===== src/core/fram_host_pkg.sv =====
// Constants and types for the ferroelectric SRAM-style port host controller.
// Contract
// Data captured at first select or strobe release
// Strobe write starts as read, row latched
// Page column address stable at least 15 ns
// Row change to strobe rise 105 ns
// Select asserted at least 70 ns per write
// Select asserted 70 ns before strobe rises
// Page write strobe cycle at least 40 ns
// Strobe fall to deselect at least 30 ns
// Row held 30 ns after strobe falls
// Memory floats data within 10 ns
// Memory drives data 5 ns after strobe rise
// First access 250 us after power up
// Power may drop once last strobe rose
// Select versus strobe order picks write type
// Page column setup 8 ns before strobe falls
// Page column hold 20 ns after strobe falls
// Page read data valid 40 ns after column
// Deselected memory ignores strobe and address
// Deselect holds pre-charge before next access
// Column-only change page read, row random
package fram_host_pkg;

    localparam int CLK_NS = 50;

    // Worst-case figures, taken at the lower supply range.
    localparam int WRITE_CYCLE_MIN_NS = 105;
    localparam int SELECT_ACTIVE_MIN_NS = 70;
    localparam int SELECT_TO_STROBE_HIGH_NS = 70;
    localparam int PRECHARGE_MIN_NS = 35;
    localparam int PAGE_WRITE_CYCLE_MIN_NS = 40;
    localparam int PAGE_ADDR_SETUP_NS = 8;
    localparam int PAGE_ADDR_HOLD_NS = 20;
    localparam int STROBE_LOW_TO_DESELECT_NS = 30;
    localparam int STROBE_LOW_TO_ROW_CHANGE_NS = 30;
    localparam int ROW_CHANGE_TO_STROBE_HIGH_NS = 105;
    localparam int STROBE_LOW_TO_FLOAT_NS = 10;
    localparam int DATA_SETUP_NS = 20;
    localparam int RANDOM_READ_ACCESS_NS = 105;
    localparam int PAGE_READ_ACCESS_NS = 40;
    localparam int POWERUP_TO_FIRST_ACCESS_US = 250;

    localparam int PRECHARGE_CYC = (PRECHARGE_MIN_NS + CLK_NS - 1) / CLK_NS;
    localparam int ADDR_SETUP_CYC = (PAGE_ADDR_SETUP_NS + CLK_NS - 1) / CLK_NS;
    localparam int FLOAT_CYC = (STROBE_LOW_TO_FLOAT_NS + CLK_NS - 1) / CLK_NS;
    localparam int DATA_SETUP_CYC = (DATA_SETUP_NS + CLK_NS - 1) / CLK_NS;
    localparam int SEL_TO_HIGH_CYC = (SELECT_TO_STROBE_HIGH_NS + CLK_NS - 1) / CLK_NS;
    localparam int ROW_TO_HIGH_CYC = (ROW_CHANGE_TO_STROBE_HIGH_NS + CLK_NS - 1) / CLK_NS;
    localparam int STROBE_LOW_CYC_A = (SEL_TO_HIGH_CYC > ROW_TO_HIGH_CYC - ADDR_SETUP_CYC)
        ? SEL_TO_HIGH_CYC : ROW_TO_HIGH_CYC - ADDR_SETUP_CYC;
    localparam int STROBE_LOW_CYC = (STROBE_LOW_CYC_A > FLOAT_CYC + DATA_SETUP_CYC)
        ? STROBE_LOW_CYC_A : FLOAT_CYC + DATA_SETUP_CYC;
    localparam int SYNC_CYC = 2;
    localparam int RANDOM_READ_CYC = (RANDOM_READ_ACCESS_NS + CLK_NS - 1) / CLK_NS + SYNC_CYC;
    localparam int PAGE_READ_CYC = (PAGE_READ_ACCESS_NS + CLK_NS - 1) / CLK_NS + SYNC_CYC;
    localparam int POWERUP_CYC = (POWERUP_TO_FIRST_ACCESS_US * 1000 + CLK_NS - 1) / CLK_NS;

    typedef enum logic [2:0] {
        ST_POWERUP,
        ST_IDLE,
        ST_ADDR,
        ST_STROBE,
        ST_NEXT,
        ST_PRECHARGE
    } state_t;

endpackage


===== src/core/fram_host.sv =====
// Host controller that drives the ferroelectric SRAM-style memory port.
`timescale 1ns/1ps
module fram_host #(
    parameter int ROW_W = 14,
    parameter int COL_W = 3,
    parameter int DATA_W = 8,
    parameter int POWERUP_CYCLES = fram_host_pkg::POWERUP_CYC
) (
    input wire logic sys_clk,
    input wire logic rst_n,
    input wire logic reqValid,
    output logic reqReady,
    input wire logic reqWrite,
    input wire logic [ROW_W+COL_W-1:0] reqAddr,
    input wire logic [DATA_W-1:0] reqWdata,
    output logic rspValid,
    output logic [DATA_W-1:0] rspRdata,
    output logic powerSafe,
    output logic select_n,
    output logic select_hi,
    output logic strobe_n,
    output logic outputGate_n,
    output logic [ROW_W-1:0] row_address_upper,
    output logic [COL_W-1:0] page_column_address,
    input wire logic [DATA_W-1:0] dataIn,
    output logic [DATA_W-1:0] dataOut,
    output logic dataOe
);

    typedef struct packed {
        fram_host_pkg::state_t state;
        logic [15:0] cnt;
        logic selN;
        logic selHi;
        logic strobeN;
        logic gateN;
        logic [ROW_W-1:0] row;
        logic [COL_W-1:0] col;
        logic [DATA_W-1:0] wdata;
        logic [DATA_W-1:0] dOut;
        logic dOe;
        logic isWrite;
        logic pageHit;
        logic [DATA_W-1:0] rdata;
        logic rspValid;
        logic [DATA_W-1:0] dqS1;
        logic [DATA_W-1:0] dqS2;
        logic [3:0] rowAge;
    } ctrl_t;

    localparam ctrl_t CTRL_RESET = '{state: fram_host_pkg::ST_POWERUP, selN: 1'b1,
        strobeN: 1'b1, gateN: 1'b1, default: '0};

    ctrl_t s_reg;
    ctrl_t s_next;
    logic [ROW_W-1:0] reqRow;
    logic [COL_W-1:0] reqCol;
    logic rowMatch;

    assign reqRow = reqAddr[ROW_W+COL_W-1:COL_W];
    assign reqCol = reqAddr[COL_W-1:0];
    assign rowMatch = (reqRow == s_reg.row);

    // ------------------------------------------------------------
    // Request acceptance
    // ------------------------------------------------------------
    // A request is taken from idle, or while still selected after an access when it
    // stays inside the open row; a different row has to wait for deselect and pre-charge.
    always_comb begin
        unique case (s_reg.state)
            fram_host_pkg::ST_IDLE: reqReady = 1'b1;
            fram_host_pkg::ST_NEXT: reqReady = rowMatch;
            default: reqReady = 1'b0;
        endcase
    end

    // ------------------------------------------------------------
    // Next-state logic
    // ------------------------------------------------------------
    always_comb begin
        s_next = s_reg;
        s_next.rspValid = 1'b0;
        s_next.dqS1 = dataIn;
        s_next.dqS2 = s_reg.dqS1;
        s_next.cnt = s_reg.cnt + 16'h0001;
        unique case (s_reg.state)
            fram_host_pkg::ST_POWERUP: begin
                // Both selects stay inactive until the supply has settled.
                if (s_reg.cnt >= 16'(POWERUP_CYCLES - 1)) begin
                    s_next.state = fram_host_pkg::ST_IDLE;
                    s_next.selHi = 1'b1;
                    s_next.cnt = 16'h0000;
                end
            end
            fram_host_pkg::ST_IDLE: begin
                s_next.cnt = 16'h0000;
                if (reqValid) begin
                    // Select falls with the strobe high, so a write begins as a read
                    // and is strobe-controlled.
                    s_next.state = fram_host_pkg::ST_ADDR; // see
                    s_next.selN = 1'b0;
                    s_next.gateN = reqWrite;
                    s_next.row = reqRow;
                    s_next.col = reqCol;
                    s_next.wdata = reqWdata;
                    s_next.isWrite = reqWrite;
                    s_next.pageHit = 1'b0;
                end
            end
            fram_host_pkg::ST_ADDR: begin
                if (s_reg.isWrite) begin
                    if (s_reg.cnt >= 16'(fram_host_pkg::ADDR_SETUP_CYC - 1)) begin
                        s_next.state = fram_host_pkg::ST_STROBE;
                        s_next.strobeN = 1'b0;
                        s_next.cnt = 16'h0000;
                    end
                end else if ((!s_reg.pageHit &&
                        s_reg.cnt >= 16'(fram_host_pkg::RANDOM_READ_CYC - 1)) ||
                        (s_reg.pageHit &&
                        s_reg.cnt >= 16'(fram_host_pkg::PAGE_READ_CYC - 1))) begin
                    s_next.rdata = s_reg.dqS2;
                    s_next.rspValid = 1'b1;
                    s_next.state = fram_host_pkg::ST_NEXT;
                end
            end
            fram_host_pkg::ST_STROBE: begin
                // Data is driven only after the memory has floated its outputs.
                if (s_reg.cnt >= 16'(fram_host_pkg::FLOAT_CYC - 1)) begin
                    s_next.dOe = 1'b1;
                    s_next.dOut = s_reg.wdata;
                end
                if (s_reg.cnt >= 16'(fram_host_pkg::STROBE_LOW_CYC - 1)) begin
                    // Strobe rises first and captures the byte; data is released on
                    // the same edge, before the memory may drive again.
                    s_next.strobeN = 1'b1; // see see see
                    s_next.dOe = 1'b0;
                    s_next.rspValid = 1'b1;
                    s_next.state = fram_host_pkg::ST_NEXT;
                end
            end
            fram_host_pkg::ST_NEXT: begin
                s_next.cnt = 16'h0000;
                if (reqValid && rowMatch) begin
                    // Only the column moves, so the memory serves a page access.
                    s_next.state = fram_host_pkg::ST_ADDR; // see
                    s_next.gateN = reqWrite;
                    s_next.col = reqCol; // see
                    s_next.wdata = reqWdata;
                    s_next.isWrite = reqWrite;
                    s_next.pageHit = 1'b1;
                end else begin
                    s_next.state = fram_host_pkg::ST_PRECHARGE; // see
                    s_next.selN = 1'b1;
                    s_next.gateN = 1'b1;
                end
            end
            fram_host_pkg::ST_PRECHARGE: begin
                if (s_reg.cnt >= 16'(fram_host_pkg::PRECHARGE_CYC - 1)) begin
                    s_next.state = fram_host_pkg::ST_IDLE;
                    s_next.cnt = 16'h0000;
                end
            end
        endcase
        // Row only moves from idle, long after the last strobe fall.
        if (s_next.row != s_reg.row) begin
            s_next.rowAge = 4'h0;
        end else if (s_reg.rowAge != 4'hF) begin
            s_next.rowAge = s_reg.rowAge + 4'h1;
        end
    end

    always_ff @(posedge sys_clk) begin
        if (!rst_n) begin
            s_reg <= CTRL_RESET;
        end else begin
            s_reg <= s_next;
        end
    end

    // ------------------------------------------------------------
    // Outputs
    // ------------------------------------------------------------
    assign select_n = s_reg.selN;
    assign select_hi = s_reg.selHi;
    assign strobe_n = s_reg.strobeN;
    assign outputGate_n = s_reg.gateN;
    assign row_address_upper = s_reg.row;
    assign page_column_address = s_reg.col;
    assign dataOut = s_reg.dOut;
    assign dataOe = s_reg.dOe;
    assign rspValid = s_reg.rspValid;
    assign rspRdata = s_reg.rdata;
    // Power may be removed whenever the strobe is high; no settling wait is needed.
    assign powerSafe = s_reg.strobeN;

    // ------------------------------------------------------------
    // Checks
    // ------------------------------------------------------------
    localparam int ROW_HIGH_MIN = fram_host_pkg::ROW_TO_HIGH_CYC;
endmodule


===== config.mk =====
export PLATFORM = sky130hd
export DESIGN_NAME = fram_host
export DESIGN_NICKNAME = d
export VERILOG_FILES = /design/src/core/fram_host_pkg.sv /design/src/core/fram_host.sv
export SDC_FILE = /design/constraint.sdc
export NUM_CORES = 1
export LEC_CHECK = 0
export ABC_CLOCK_PERIOD_IN_PS = 2300
export BUFFER_PORTS_ARGS = -buffer_cell sky130_fd_sc_hd__clkbuf_2
export CORE_MARGIN = 2
export CORE_UTILIZATION = 57
export CTS_BUF_LIST = sky130_fd_sc_hd__clkbuf_8
export DETAILED_ROUTE_END_ITERATION = 10
export GPL_ROUTABILITY_DRIVEN = 0
export PLACE_DENSITY = 0.79
export SLEW_MARGIN = 40
export SYNTH_ARGS = -nofsm -noshare
export SYNTH_HDL_FRONTEND = slang
export SYNTH_SLANG_ARGS = --single-unit

===== constraint.sdc =====
create_clock -name sys_clk -period 2.3 [get_ports sys_clk]
set_input_delay 0.46 -clock sys_clk [delete_from_list [all_inputs] [get_ports sys_clk]]
set_output_delay 0.46 -clock sys_clk [all_outputs]
set_load 0.01 [all_outputs]

==> run_results.csv <==
group,metric,value,unit
power,power_frac_seq,0.573,
power,p_int,1960,uW
power,switching_power,624,uW
timing,rsz0062_at_grt,"true",
power,combinationalPowerShare,0.054,
timing,fin_crit,2.24,ns
synth,yosys.area_share.xor_xnor,0.0621,
synth,synth_edf_count,0,
final_layout,layout.nets,553,
timing,max_freq,446,MHz
setup_path,path_max_fanout,3,
setup_path,cp_slowest_cell,"nor4_4",
timing,slew_headroom,0.585,
global_routing,grt_pass1_vias,2944,
final_layout,area_growth,10.1,%
synth,syn_area_per_cell,8.34,um^2
timing,fin_crit_sh,0.975,
clock_network,post_cts_buffers,0,
placed_design,dpl.cell_count,582,
final_layout,antenna_cells,0,
detailed_routing,drtPass1Iterations,4,
synth,synthSimpleGateAreaFrac,0.235,
final_layout,regArea,1680,um^2
setup_path,path_class,"register to primary output",
global_routing,gr-usage-met3,0.0398,
setup_path,endpoint_kind,"primary output",
timing,drv_slew,0,
floorplan,boundaryPins,78,
floorplan,die_x,87.2,um
synth,synth_compound_area_frac,0.158,
timing,finClkSkew,0.00975,ns
power,p_clk_frac,0.373,
detailed_routing,drt_wl_total,7790,um
detailed_routing,viasPerCell,5.46,
detailed_routing,wl_per_cell,13.0,um
synth,synthTopCellsByCount,"dfxtp_1 (84), nand2_1 (84), buf_4 (34), a21oi_1 (28), nor2_1 (27)",
detailed_routing,drtAntennaViolNets,0,
setup_path,cp-start-kind,"register",
global_routing,busiest_layer,"met2",
placed_design,port_buffers,77,
setup_path,cp_cell_sequence,"xnor2_1 -> nand4_1 -> nor4_4 -> a21oi_1 -> nor2_1 -> clkbuf_2",
placed_design,pre_cts_ws,0.160,ns
synth,synth_top_area_frac,0.426,
final_layout,largest_reg_flops,37,
synth,synth_nets,513,
clock_network,root_buffer,"clkbuf_8",
synth,netlist_area,3950,um^2
detailed_routing,drc,0,
timing,finalSetupViolations,0,
power,ir_drop,0.300,mV
global_routing,antenna_found_initial,0,
floorplan,die_y,87.2,um
setup_path,cp_data_arrival_time,1.78,ns
clock_network,cts_made_buffers,9,
status,outcome,"finished, final reports clean",
detailed_routing,drt_iter0_drc,104,
timing,whs,0.306,ns
floorplan,initial_core_util,0.584,
synth,synthCells,473,
clock_network,cts_tree,"built",
synth,yosysWarnings,0,
global_routing,overflow,0,
placed_design,hpwl,5540,um
power,pwr_density_cell,595,nW/um^2
hold_path,min_path_type,"input pin to register",
global_routing,grt_pass1_wl,12800,um
synth,synth_adder_area_share,0.00951,
setup_path,crit_family,"simple AND/OR/NAND/NOR gates",
final_layout,fill_cells,585,
power,p_leak,0.00169,uW
floorplan,die_area,7600,um^2
final_layout,drive_above_1_share,0.220,
synth,synth_area_leaders,"dfxtp_1 (43%), nand2_1 (8.0%), buf_4 (6.5%)",
global_routing,grt_usage,0.209,
clock_network,clkSinkCount,84,
clock_network,clockBufferDepth,2,
synth,synth_top_family_by_area,"simple AND/OR/NAND/NOR gates",
floorplan,core-area,6760,um^2
detailed_routing,via_count,3265,
clock_network,worstSkewPairLatency,0.35,ns
timing,worst_pin_slew,0.616,ns
final_layout,fin_cells,598,
timing,hold_viol_final,0,
synth,ys_types,46,
job,drv_cap,0,
setup_path,worstPathRequired,1.84,ns
synth,synth-main-ff-cell,"dfxtp_1",
timing,fin_ws,0.0567,ns
synth,yosysTopAreaCell,"dfxtp_1",
global_routing,grt_max_degree,43,
final_layout,multi_input_area,1850,um^2
floorplan,rows,30,
global_routing,use_met1,0.268,
synth,ys_seq_elements,84,
clock_network,cts.htree.levels,3,
setup_path,cp.buffers_inverters,1,
synth,ys_seq_area_frac,0.426,
synth,async_flop_share,0,
power,p_sw_frac,0.241,
clock_network,cts.clk_slew.worst_paths,0.08,ns
synth,synthMuxAreaShare,0.00539,
global_routing,grtUsageMet2,0.344,
setup_path,max_stage_delay,0.35,ns
-- layout by cell type (no fill, tap or decap), types with 2 or more instances in the layout --
master	synthesis	final
xor2_1	7	7
a211oi_1	5	5
inv_6	0	2
nor2_1	27	27
nor2b_1	5	5
nand3b_1	2	2
nand2_1	84	84
clkbuf_2	0	77
buf_4	34	15
a21oi_1	28	28
inv_1	7	7
o21ai_1	8	8
dfxtp_1	84	84
clkinvlp_4	0	2
xnor2_1	21	21
clkbuf_8	0	10
nand4_1	5	5
nand3_1	23	23
o22ai_1	2	2
o2bb2ai_1	11	11
a221oi_1	2	2
and2_1	21	21
o211ai_1	2	2
nor4_1	3	3
and3_1	5	5
ha_1	3	3
or3_1	3	3
nand4b_1	2	2
nand2b_1	3	3
nor3_1	4	4
o21ai_0	17	17
or4_1	2	2
a32oi_1	11	11
-- timing repair --
| item | 4_1_cts | 5_1_grt |
|---|---|---|
| setup endpoints to repair | 1 | 1 |
| gates cloned | 0 | 0 |
| gates resized for setup | 0 | 0 |
| pin swaps | 2 | 0 |
| hold buffers | 0 | 0 |
-- cells by family (layout without fill, tap and decap cells) --
logic type / Yosys count / count (layout)
fa+ha+maj: 3 / 3
xor+xnor: 28 / 28
simple gates: 192 / 192
mux: 2 / 2
flops: 84 / 84
compound gates: 94 / 94
buf+inv: 70 / 115
-- final cells by class --
type	instances	area share
multi-input combinational	319	0.427
sequential	84	0.387
timing repair buffer	92	0.115
clock buffer	10	0.0317
tap	80	0.0230
clock inverter	6	0.0107
inverter	7	0.00605
-- final timing paths --
path,startpoint,to,slack [ns],cells after the start
worst min register to register,s_next[10]$_SDFF_PN0_,s_reg[10]$_SDFF_PN0_,0.44,1
worst min-delay path,dataIn[1],s_next[5]$_SDFF_PN0_,0.31,2
worst max register to register,s_reg[85]$_SDFFE_PN0P_,s_reg[85]$_SDFFE_PN0P_,0.39,6
worst max-delay path,row_address_upper[4]$_SDFFE_PN0P_,reqReady,0.06,6
-- stage by stage --
step / setup TNS [ns] / power [uW] / instance area [um^2] / util
5_1_grt: -0.0709 / 2680 / 4340 / 0.643
3_5_place_dp: 0 / 1660 / 4160 / 0.616
3_3_place_gp: 0 / 1650 / 4160 / 0.616
4_1_cts: 0 / 2600 / 4340 / 0.643
2_1_floorplan: 0 / 1590 / 3950 / -
6_report: 0 / 2580 / 4340 / 0.643
-- worst register-to-register path, cell delays in order (launching register included) --
cell and delay, ns:
dfxtp_1 0.70, buf_4 0.33, nand3b_1 0.14, nor3b_1 0.25
o211ai_1 0.17, a21oi_1 0.16, a31o_2 0.11
-- routing by layer --
layer | wire length (um) | share of wire
met4 | 125 | 0.016
met5 | 0 | 0
met2 | 3670 | 0.47
met1 | 3640 | 0.47
met3 | 353 | 0.045
-- power groups by stage --
stage	logic (uW)	registers, uW	clock network [uW]
after global routing	157	1480	1040
after global placement	136	1510	0
after floorplan	80.2	1510	0
final	140	1480	963
after detailed placement	141	1510	0
after CTS	142	1480	982
Power figures use the tool's default switching activity.
